===== config.mk =====
export PLATFORM = sky130hd
export DESIGN_NAME = jsw_job_status
export DESIGN_NICKNAME = d
export VERILOG_FILES = /design/src/inc/jsw_pkg.sv /design/src/hdl/jsw_job_status.sv /design/src/hdl/jsw_apb_slave.sv
export VERILOG_INCLUDE_DIRS = /design/src /design/src/inc
export SDC_FILE = /design/constraint.sdc
export NUM_CORES = 1
export LEC_CHECK = 0
export BUFFER_PORTS_ARGS = -buffer_cell sky130_fd_sc_hd__buf_2
export CAP_MARGIN = 30
export CORE_ASPECT_RATIO = 1.4
export CORE_MARGIN = 1.5
export CORE_UTILIZATION = 54
export CTS_CLUSTER_DIAMETER = 50
export CTS_CLUSTER_SIZE = 12
export DETAILED_ROUTE_END_ITERATION = 10
export PLACE_DENSITY = 0.9
export SETUP_SLACK_MARGIN = 0.05
export SLEW_MARGIN = 5
export SYNTH_ARGS = -nofsm -noshare
export SYNTH_HDL_FRONTEND = slang
export SYNTH_SLANG_ARGS = --single-unit

===== constraint.sdc =====
create_clock -name pclk -period 3.6 [get_ports pclk]
set_input_delay 0.36 -clock pclk [delete_from_list [all_inputs] [get_ports pclk]]
set_output_delay 0.36 -clock pclk [all_outputs]
set_load 0.01 [all_outputs]

===== src/inc/jsw_regs.svh =====
// Function
// - job status bits in nibble bits 0..3
// - data management nibble; disable bit blocks transfer
// - error nibble valid only with error bit
// - top nibble reserved, reads zero
// - handshake-possible bit follows delete status
// - receive handshake only while handshake-possible set
// - job-active set on issue, cleared on ack
// - no new job while previous active
// - ok bit set on success, cleared on retrigger
// - error bit plus cause; cleared on retrigger
// - transfer-active set at start, cleared last frame
// - transfer-completed set on send done, cleared new
// - acceptance-completed set on receive done, cleared new
// - disable bit set: no data, report error
// - processor error identifier copied to error nibble
// - length word is current plus already transferred
// - length word overwritten at each new job
// - on completion length holds current length
// - on error length holds amount before error
// - error zero with error bit: connection established
// - error seven when buffer pool exhausted
`ifndef JSW_REGS_SVH
`define JSW_REGS_SVH
`define JSW_OFF_STATUS      12'h000
`define JSW_OFF_LENGTH      12'h004
`define JSW_OFF_CONTROL     12'h008
`define JSW_OFF_BUFPOOL     12'h00C
`define JSW_BIT_HSK         0
`define JSW_BIT_ACTIVE      1
`define JSW_BIT_OK          2
`define JSW_BIT_ERR         3
`define JSW_BIT_XACT        4
`define JSW_BIT_XDONE       5
`define JSW_BIT_ADONE       6
`define JSW_BIT_DISABLE     7
`define JSW_ERR_LSB         8
`define JSW_RST_STATUS      16'h0000
`define JSW_ERR_CONNECTED   4'h0
`define JSW_ERR_NO_BUFFER   4'h7
`define JSW_ERR_DISABLED    4'h2
`define JSW_BUF_COUNT       48
`define JSW_BUF_BYTES       128
`endif


===== src/inc/jsw_pkg.sv =====
package jsw_pkg;
    typedef enum logic [1:0] {
        JSW_JOB_NONE,
        JSW_JOB_SEND,
        JSW_JOB_RECEIVE,
        JSW_JOB_FETCH
    } jsw_job_type;

    typedef enum {
        JSW_IDLE,
        JSW_WAIT_ACK,
        JSW_XFER
    } jsw_state_type;
endpackage


===== src/hdl/jsw_job_status.sv =====
`timescale 1ns/1ns
`include "jsw_regs.svh"
module jsw_job_status #(
    parameter int BUF_COUNT = `JSW_BUF_COUNT
) (
    input  wire logic        pclk,
    input  wire logic        presetn,
    input  wire logic        psel,
    input  wire logic        penable,
    input  wire logic        pwrite,
    input  wire logic [11:0] paddr,
    input  wire logic [31:0] pwdata,
    output logic      [31:0] prdata,
    output logic             pready,
    output logic             pslverr,
    // job request from the controller program
    input  wire logic        job_req,
    input  wire logic [1:0]  job_kind,
    input  wire logic        job_hi_job_priority_class,
    output logic             job_taken,
    output logic             job_refused,
    // communications processor side
    output logic             cp_job_issue,
    output logic [1:0]       cp_job_kind,
    input  wire logic        cp_ack,
    input  wire logic        cp_ack_error,
    input  wire logic [3:0]  cp_error_id,
    input  wire logic        cp_delete,
    input  wire logic        cp_connected,
    input  wire logic        cp_frame_valid,
    input  wire logic [15:0] cp_frame_len,
    input  wire logic        cp_frame_last,
    output logic             cp_frame_accept,
    output logic             cp_disable_error,
    output logic             cp_recv_handshake,
    // status words visible to the program
    output logic      [15:0] job_status_word,
    output logic      [15:0] job_transfer_length
);
    logic        wr_status;
    logic        wr_control;
    logic [15:0] wr_data;
    logic [5:0]  bufs_free;
    logic        hsk;
    logic        active;
    logic        done_ok;
    logic        done_err;
    logic        xact;
    logic        xdone;
    logic        adone;
    logic        disable_data;
    logic [3:0]  err_num;
    logic [15:0] length;
    logic        first_frame;
    logic        conn_q;
    logic        retrigger;
    logic        data_start;
    logic        frame_fire;
    logic        no_buffer;
    logic [15:0] next_length;
    jsw_pkg::jsw_state_type state;
    jsw_pkg::jsw_job_type   kind;

    jsw_apb_slave i_jsw_apb_slave (
        .pclk        (pclk),
        .presetn     (presetn),
        .psel        (psel),
        .penable     (penable),
        .pwrite      (pwrite),
        .paddr       (paddr),
        .pwdata      (pwdata),
        .status_word (job_status_word),
        .length_word (job_transfer_length),
        .bufs_free   (bufs_free),
        .prdata      (prdata),
        .pready      (pready),
        .pslverr     (pslverr),
        .wr_status   (wr_status),
        .wr_control  (wr_control),
        .wr_data     (wr_data)
    );

    // a job is taken only while the previous one is no longer active
    assign retrigger = job_req && (state == jsw_pkg::JSW_IDLE) && !active;
    assign no_buffer  = job_hi_job_priority_class && (bufs_free == 6'h00);
    assign data_start = (state == jsw_pkg::JSW_WAIT_ACK) && cp_ack && !cp_ack_error;
    assign frame_fire = (state == jsw_pkg::JSW_XFER) && cp_frame_valid && !disable_data;
    // the word has no room beyond 16 bits, so a longer job wraps
    assign next_length = 16'(length + cp_frame_len);

    always_ff @(posedge pclk or negedge presetn) begin
        if (!presetn) begin
            state <= jsw_pkg::JSW_IDLE;
            kind  <= jsw_pkg::JSW_JOB_NONE;
        end else begin
            case (state)
                jsw_pkg::JSW_IDLE: begin
                    if (retrigger && !no_buffer) begin
                        state <= jsw_pkg::JSW_WAIT_ACK;
                        kind  <= jsw_pkg::jsw_job_type'(job_kind);
                    end
                end
                jsw_pkg::JSW_WAIT_ACK: begin
                    if (cp_ack && cp_ack_error) begin
                        state <= jsw_pkg::JSW_IDLE;
                    end else if (cp_ack) begin
                        state <= jsw_pkg::JSW_XFER;
                    end
                end
                jsw_pkg::JSW_XFER: begin
                    if (cp_frame_valid && (disable_data || cp_frame_last)) begin
                        state <= jsw_pkg::JSW_IDLE;
                    end
                end
                default: state <= jsw_pkg::JSW_IDLE;
            endcase
        end
    end

    // nibble 1: job status
    always_ff @(posedge pclk or negedge presetn) begin
        if (!presetn) begin
            hsk      <= 1'b0;
            active   <= 1'b0;
            done_ok  <= 1'b0;
            done_err <= 1'b0;
            err_num  <= 4'h0;
            conn_q   <= 1'b0;
        end else begin
            conn_q <= cp_connected;
            hsk    <= !cp_delete;
            if (retrigger && no_buffer) begin
                done_err <= 1'b1;
                done_ok  <= 1'b0;
                err_num  <= `JSW_ERR_NO_BUFFER;
            end else if (retrigger) begin
                active   <= 1'b1;
                done_ok  <= 1'b0;
                done_err <= 1'b0;
            end else if (state == jsw_pkg::JSW_WAIT_ACK && cp_ack) begin
                active <= 1'b0;
                if (cp_ack_error) begin
                    done_err <= 1'b1;
                    err_num  <= cp_error_id;
                end
            end else if (state == jsw_pkg::JSW_XFER && cp_frame_valid && disable_data) begin
                done_err <= 1'b1;
                err_num  <= `JSW_ERR_DISABLED;
            end else if (frame_fire && cp_frame_last) begin
                done_ok <= 1'b1;
            end else if (cp_connected && !conn_q) begin
                done_err <= 1'b1;
                err_num  <= `JSW_ERR_CONNECTED;
            end
        end
    end

    // nibble 2: data management; hardware set wins over software clear
    always_ff @(posedge pclk or negedge presetn) begin
        if (!presetn) begin
            xact         <= 1'b0;
            xdone        <= 1'b0;
            adone        <= 1'b0;
            disable_data <= 1'b0;
        end else begin
            if (wr_status) begin
                disable_data <= wr_data[`JSW_BIT_DISABLE];
            end
            if (data_start) begin
                xact <= 1'b1;
            end else if (state == jsw_pkg::JSW_XFER && cp_frame_valid &&
                         (cp_frame_last || disable_data)) begin
                xact <= 1'b0;
            end
            if (frame_fire && cp_frame_last && kind != jsw_pkg::JSW_JOB_RECEIVE) begin
                xdone <= 1'b1;
            end else if (data_start && kind != jsw_pkg::JSW_JOB_RECEIVE) begin
                xdone <= 1'b0;
            end else if (wr_status && !wr_data[`JSW_BIT_XDONE]) begin
                xdone <= 1'b0;
            end
            if (frame_fire && cp_frame_last && kind == jsw_pkg::JSW_JOB_RECEIVE) begin
                adone <= 1'b1;
            end else if (data_start && kind == jsw_pkg::JSW_JOB_RECEIVE) begin
                adone <= 1'b0;
            end else if (wr_status && !wr_data[`JSW_BIT_ADONE]) begin
                adone <= 1'b0;
            end
        end
    end

    // length word: cleared at each new job, then accumulates
    always_ff @(posedge pclk or negedge presetn) begin
        if (!presetn) begin
            length      <= 16'h0000;
            first_frame <= 1'b0;
        end else if (retrigger) begin
            length      <= 16'h0000;
            first_frame <= 1'b1;
        end else if (frame_fire) begin
            length      <= next_length;
            first_frame <= 1'b0;
        end
    end

    // dynamic buffer pool; one buffer taken per high-priority job, returned only by a control write with bit 0 set
    always_ff @(posedge pclk or negedge presetn) begin
        if (!presetn) begin
            bufs_free <= 6'(BUF_COUNT);
        end else if (retrigger && job_hi_job_priority_class && !no_buffer) begin
            bufs_free <= bufs_free - 6'h01;
        end else if (wr_control && wr_data[0] && bufs_free != 6'(BUF_COUNT)) begin
            bufs_free <= bufs_free + 6'h01;
        end
    end

    always_ff @(posedge pclk or negedge presetn) begin
        if (!presetn) begin
            job_taken           <= 1'b0;
            job_refused         <= 1'b0;
            cp_job_issue        <= 1'b0;
            cp_job_kind         <= 2'h0;
            cp_frame_accept     <= 1'b0;
            cp_disable_error    <= 1'b0;
            cp_recv_handshake   <= 1'b0;
            job_status_word     <= `JSW_RST_STATUS;
            job_transfer_length <= 16'h0000;
        end else begin
            job_taken         <= retrigger && !no_buffer;
            job_refused       <= job_req && !(retrigger && !no_buffer);
            cp_job_issue      <= retrigger && !no_buffer;
            cp_job_kind       <= job_kind;
            cp_frame_accept   <= frame_fire;
            cp_disable_error  <= (state == jsw_pkg::JSW_XFER) && cp_frame_valid &&
                                 disable_data && first_frame;
            cp_recv_handshake <= hsk && (state == jsw_pkg::JSW_WAIT_ACK) &&
                                 kind == jsw_pkg::JSW_JOB_RECEIVE;
            job_status_word   <= {4'h0, err_num, disable_data, adone, xdone, xact,
                                  done_err, done_ok, active, hsk};
            job_transfer_length <= length;
        end
    end
endmodule // jsw_job_status


===== src/hdl/jsw_apb_slave.sv =====
`timescale 1ns/1ns
`include "jsw_regs.svh"
module jsw_apb_slave (
    input  wire logic        pclk,
    input  wire logic        presetn,
    input  wire logic        psel,
    input  wire logic        penable,
    input  wire logic        pwrite,
    input  wire logic [11:0] paddr,
    input  wire logic [31:0] pwdata,
    input  wire logic [15:0] status_word,
    input  wire logic [15:0] length_word,
    input  wire logic [5:0]  bufs_free,
    output logic      [31:0] prdata,
    output logic             pready,
    output logic             pslverr,
    output logic             wr_status,
    output logic             wr_control,
    output logic      [15:0] wr_data
);
    logic        setup;
    logic        mapped;
    logic [31:0] next_prdata;

    assign setup = psel && !penable;
    assign mapped = (paddr == `JSW_OFF_STATUS) || (paddr == `JSW_OFF_LENGTH) ||
                    (paddr == `JSW_OFF_CONTROL) || (paddr == `JSW_OFF_BUFPOOL);

    always_comb begin
        next_prdata = 32'h00000000;
        case (paddr)
            `JSW_OFF_STATUS:  next_prdata = {16'h0000, status_word};
            `JSW_OFF_LENGTH:  next_prdata = {16'h0000, length_word};
            `JSW_OFF_BUFPOOL: next_prdata = {26'h0000000, bufs_free};
            default:          next_prdata = 32'h00000000;
        endcase
    end

    // no wait state: answer registered in the cycle after setup
    always_ff @(posedge pclk or negedge presetn) begin
        if (!presetn) begin
            pready     <= 1'b0;
            pslverr    <= 1'b0;
            prdata     <= 32'h00000000;
            wr_status  <= 1'b0;
            wr_control <= 1'b0;
            wr_data    <= 16'h0000;
        end else begin
            pready     <= setup;
            pslverr    <= setup && !mapped;
            prdata     <= (setup && !pwrite) ? next_prdata : 32'h00000000;
            wr_status  <= setup && pwrite && (paddr == `JSW_OFF_STATUS);
            wr_control <= setup && pwrite && (paddr == `JSW_OFF_CONTROL);
            wr_data    <= pwdata[15:0];
        end
    end
endmodule // jsw_apb_slave


== Word-level counts from Yosys, hierarchy flattened ==
Index checks and enable logic that the tools add are counted.

* $add $sub $neg: 3
* Equality and inequality tests: 20
* Mux-type cells: 42
* Bitwise operators: 1
* Reduce and logical (&&, ||, !) cells: 70

{| class="wikitable"
|+ Operators with widths
! operator !! count
|-
| two-way mux 32 bit || 4
|-
| case mux 32 bit (3 select lines) || 1
|-
| equality test 32 x 2 -> 1 bit (second input constant) || 2
|-
| logical NOT 32 bit || 2
|-
| two-way mux 16 bit || 3
|-
| case mux 16 bit (3 select lines) || 1
|-
| logical AND 1 bit || 35
|-
| equality test 32 x 1 -> 1 bit (second input constant) || 1
|-
| equality test 32 x 3 -> 1 bit (second input constant) || 1
|-
| two-way mux 4 bit || 7
|-
| equality test 12 x 4 -> 1 bit (second input constant) || 2
|-
| two-way mux 1 bit || 24
|-
| adder 16 bit || 1
|-
| equality test 12 x 3 -> 1 bit (second input constant) || 1
|-
| logical NOT 1 bit || 12
|-
| logical NOT 12 bit || 1
|-
| two-way mux 6 bit || 2
|-
| != test 3 bit (second input constant) || 4
|-
| AND reduction 3 bit || 3
|-
| nonzero test 3 bit || 3
|-
| nonzero test 2 bit || 4
|-
| adder 6 x 1 -> 6 bit (second input constant) || 1
|-
| logical NOT 6 bit || 1
|-
| != test 2 bit (second input constant) || 3
|-
| 13 further kinds || 17
|}

* Flip-flop bits (word level): 149
* Input bits: 79
* Output and inout port bits: 74
* Logic and storage cells: 165

== Depth between registers and ports, before layout ==
* Depth in word-level cells: 9
* Mapped depth: 10
* Mapped depth without buffers: 10

== By module ==
From an unflattened synthesis, not the netlist that was laid out.

* Cell total of the unflattened synthesis: 430
* Area, all modules: 5,112.4 um^2

{| class="wikitable"
|+ By module, submodules not included
! module !! times used !! cells an instance !! area each (um^2) !! seq. area each (um^2)
|-
| jsw_job_status || 1 || 320 || 3,617.2 || 1,879.3
|-
| jsw_apb_slave || 1 || 110 || 1,495.2 || 900.9
|}

== Least setup slack after synthesis ==
Ideal clock, no wire load.

* Path kind: flip-flop to flip-flop
* Start point: register state[0]
* End point: register bufs_free[5]
* Library setup time: 0.089 ns
* Data arrival time: 2.284 ns
* Path slack: 1.226 ns
* Stages on the path, launching flop included: 11
* Path through: dfrtp_1 > nor4b_2 > nand2_1 > nor2_2 > ha_1 > a21oi_1 > o211ai_1 > a21oi_1 > nor3_1 > and3_1 > a211oi_1

* Longest elaborated chain between the ends: 6

{| class="wikitable"
|+ Ends and longest elaborated chain
! item !! RTL line !! text
|-
| start, declared || jsw_job_status.sv:61 || <nowiki>jsw_pkg::jsw_state_type state;</nowiki>
|-
| start signal, assigned || jsw_job_status.sv:93 || <nowiki>state <= jsw_pkg::JSW_IDLE;</nowiki>
|-
| start signal, assigned || jsw_job_status.sv:99 || <nowiki>state <= jsw_pkg::JSW_WAIT_ACK;</nowiki>
|-
| start signal, assigned || jsw_job_status.sv:105 || <nowiki>state <= jsw_pkg::JSW_IDLE;</nowiki>
|-
| logical NOT 32 bit * || jsw_job_status.sv:84 || <nowiki>assign retrigger = job_req && (state == jsw_pkg::JSW_IDLE) && !active;</nowiki>
|-
| logical AND 1 bit * (2 in series) || jsw_job_status.sv:84 ||
|-
| logical AND 1 bit * (2 in series) || jsw_job_status.sv:210 || <nowiki>end else if (retrigger && job_hi_job_priority_class && !no_buffer) begin</nowiki>
|-
| two-way mux 6 bit or nonzero test 2 bit (tied branches) || - ||
|-
| end signal, assigned || jsw_job_status.sv:209 || <nowiki>bufs_free <= 6'(BUF_COUNT);</nowiki>
|-
| end signal, assigned || jsw_job_status.sv:211 || <nowiki>bufs_free <= bufs_free - 6'h01;</nowiki>
|-
| end signal, assigned || jsw_job_status.sv:213 || <nowiki>bufs_free <= bufs_free + 6'h01;</nowiki>
|-
| end, declared || jsw_job_status.sv:43 || <nowiki>logic [5:0] bufs_free;</nowiki>
|}

Mark *: on every way between the ends. The rest lies on a longest branch, timed or not.
A chain may end at the register's enable or synchronous reset.

== Worst setup path in the final report ==
Same ends and word-level chain as after synthesis.

==> impl_metrics.py <==
metrics = {
    "status": {
        "status": "finished, final reports clean",
    },
    "logic_synthesis": {
        "yosys-top-cells-count": "dfrtp_1, nand2_1, buf_4",
        "syn_area_per_cell_um2": 11.5,
        "yosysWarningCount": 0,
        "synthTopCellsByArea": "dfrtp_1, ha_1, buf_4",
        "synth_top_flop_cell": "dfrtp_1",
        "ys_types": 55,
        "ys_ff_latch": 99,
        "synth_edf_count": 0,
        "syn_inst": 397,
        "async_flop_share": 1.00,
        "yosysTopAreaCell": "dfrtp_1",
        "synthesis.area_um2": 4550,
        "post-synth-top-count-cell": "dfrtp_1",
        "netlist.area_leader.share": 0.534,
        "seq_area_frac_synth": 0.545,
    },
    "clocking": {
        "postCtsSetupRepairBufs": 0,
        "root_buffer": "clkbuf_16",
        "cts_buffers": 9,
        "clkSinkCount": 99,
        "clk_pin_slew_ns": 0.06,
        "clockBufferDepth": 2,
        "cts_resized": 0,
        "tritoncts": "built",
        "clock_latency_ns": 0.33,
        "postCtsHoldBufs": 0,
        "cts.htree.levels": 3,
    },
    "global_route": {
        "antenna_found_initial": 0,
        "grt_pass1_vias": 3365,
        "grt_max_degree": 78,
        "grt-ovfl-total": 0,
        "grt_first_pass_wirelength_um": 16000,
        "globalRouteTotalUtil": 0.235,
    },
    "layout": {
        "area_growth_pct": 18.8,
        "final_nets": 605,
        "finalCoreUtilization": 0.663,
        "fin_area_um2": 5400,
        "n_antenna_cell": 0,
        "fin_cells": 611,
        "seq_area_um2": 2480,
        "multiInputGateArea_um2": 1890,
        "drive_gt1_frac": 0.285,
        "fillers": 562,
    },
    "timing": {
        "skew_ns": 0.00416,
        "tightest_slew_ns": 1.02,
        "relSlewSlack": 0.319,
        "grt_setup_unrepaired": "false",
        "hold_viol_final": 0,
        "fmax_ghz": 0.349,
        "finalCriticalPeriod_ns": 2.87,
        "fin_setup_tns_ns": 0,
        "maxSlewViolCount": 0,
        "setup_viol": 0,
        "finalCritPeriodShare": 0.796,
    },
    "die": {
        "io_pins": 153,
        "initial_core_util": 0.558,
        "dieArea_um2": 8990,
        "num_rows": 39,
        "die_x_um": 80.6,
        "fp.dieH_um": 112,
        "core_area_um2": 8150,
    },
    "pwr": {
        "power.internal_w": 0.00257,
        "p_seq_frac": 0.425,
        "p_sw_w": 0.00142,
        "vdd_drop_max_mv": 0.346,
        "clock_power_share": 0.222,
        "powerDensity_nw_per_um2": 739,
        "pwr-share-comb": 0.353,
        "swShare": 0.355,
        "p_leak_nw": 2.82,
    },
    "worst_setup_path": {
        "path_class": "flop to flop",
        "path_max_fanout": 8,
        "start_kind": "flop",
        "crit_arrival_ns": 3.11,
        "cp-end-kind": "flop",
        "worstPathRequired_ns": 3.84,
    },
    "drt": {
        "drc": 0,
        "wl_um": 9950,
        "wl_met1_um": 3760,
        "firstDrtPassIters": 5,
        "vias": 3351,
        "vias_per_cell": 5.48,
        "drt_iter0_markers": 224,
        "routed.top_layer": "met4",
        "routedWlPerCell_um": 16.3,
        "met2WireLength_um": 5470,
        "ant_nets": 0,
        "wl_met3_um": 538,
    },
    "place": {
        "dp_hpwl_um": 7420,
        "dp.cells": 594,
        "gp_congestion": 0.884,
        "placed_area_um2": 5080,
        "port_buffers": 104,
    },
    "run": {
        "maxCapViolations": 0,
    },
    "worst_hold_path": {
        "min_path_type": "input port to flop",
    },
}
==> logic make-up after synthesis <==
| logic type | after synthesis | share of synthesized area |
|---|---|---|
| xor gates and xnor gates | 17 | 0.0327 |
| and+or+nand+nor | 111 | 0.135 |
| other | 1 | 0.000825 |
| DFF | 99 | 0.545 |
| adders and majority gates | 21 | 0.0611 |
| AOI/OAI and AO/OA | 88 | 0.130 |
| muxes | 17 | 0.0385 |
| buffers and inverters | 43 | 0.0564 |
==> per-layer routing <==
metal | GRT usage | vias up
met5 | 0 | -
li1 | - | 1581
met4 | 0.0885 | 0
met3 | 0.0500 | 14
met1 | 0.276 | 1628
met2 | 0.415 | 128
==> path summary, 6_finish.rpt <==
| kind | from | to | slack [ns] | depth (start not counted) |
|---|---|---|---|---|
| max | state[0] | bufs_free[5] | 0.73 | 10 |
| min | pwdata[6] | i_jsw_apb_slave.wr_data[6] | 0.14 | 1 |
| max reg2reg | state[0] | bufs_free[5] | 0.73 | 10 |
| min reg2reg | xact | job_status_word[4] | 0.37 | 0 |
| max in group asynchronous | presetn | bufs_free[5] | 2.32 | 4 |
| min in group asynchronous | presetn | cp_job_issue | 0.37 | 2 |
==> flip-flops by register name (all words and copies together), names as in the netlist, 2 cells and up <==
signal,cells
cp_job_kind,2
state,2
job_status_word,12
bufs_free,6
i_jsw_apb_slave.prdata,16
kind,2
length,16
err_num,4
job_transfer_length,16
i_jsw_apb_slave.wr_data,4
==> worst max-delay path: stages (launching register included) <==
cell	delay, ns
dfrtp_1	0.43
nor4b_2	0.49
nand2_1	0.17
nor2_2	0.32
ha_1	0.30
a21oi_1	0.21
o211ai_1	0.14
a21oi_1	0.22
nor3_1	0.08
and3_1	0.20
a211oi_1	0.21
==> power by group through the flow <==
stage,Sequential (W),Combinational [W],Clock [W]
detailed placement,0.00170,0.00139,0
finish,0.00170,0.00141,0.000888
global route,0.00173,0.00157,0.000952
CTS,0.00169,0.00140,0.000898
global placement,0.00168,0.00131,0
floorplan,0.00169,0.000960,0
==> cell usage in the layout, fill, tap and decap left out, types with 2 or more instances in the layout <==
master	instances
xnor2_1	8
o31ai_1	2
clkbuf_8	3
o221ai_1	2
a21oi_1	20
o21ai_0	17
ha_1	19
and3_1	6
a22o_1	15
fa_1	2
conb_1	20
and2b_2	2
inv_1	13
nor3_1	4
clkbuf_16	9
a31oi_1	9
dfstp_2	2
nand2b_1	7
mux2_2	4
buf_4	3
dfrtp_1	97
buf_2	103
clkbuf_1	2
a21o_1	5
a21boi_0	3
o211ai_1	5
nor3b_2	2
nand3_1	6
nor2b_1	6
nand2_1	32
a211oi_1	4
nand4_1	5
xor2_1	9
nor2_1	20
nor2_2	8
mux2i_1	13
==> final cells by class <==
class,count,area share
Multi-Input combinational cell,274,0.350
Timing Repair Buffer,108,0.107
Inverter,13,0.00903
Sequential cell,99,0.459
Clock inverter,1,0.00139
Tap cell,102,0.0236
Clock buffer,14,0.0507
==> per-stage QoR <==
step	setup WS, ns	total power, W	hold slack [ns]
4_1_cts	0.749	0.00399	0.129
3_3_place_gp	0.987	0.00299	0.355
6_report	0.735	0.00399	0.139
2_1_floorplan	1.23	0.00265	0.0644
3_5_place_dp	0.811	0.00308	0.357
5_1_grt	0.432	0.00425	0.121
No activity file was read; power rests on OpenSTA's default activity.
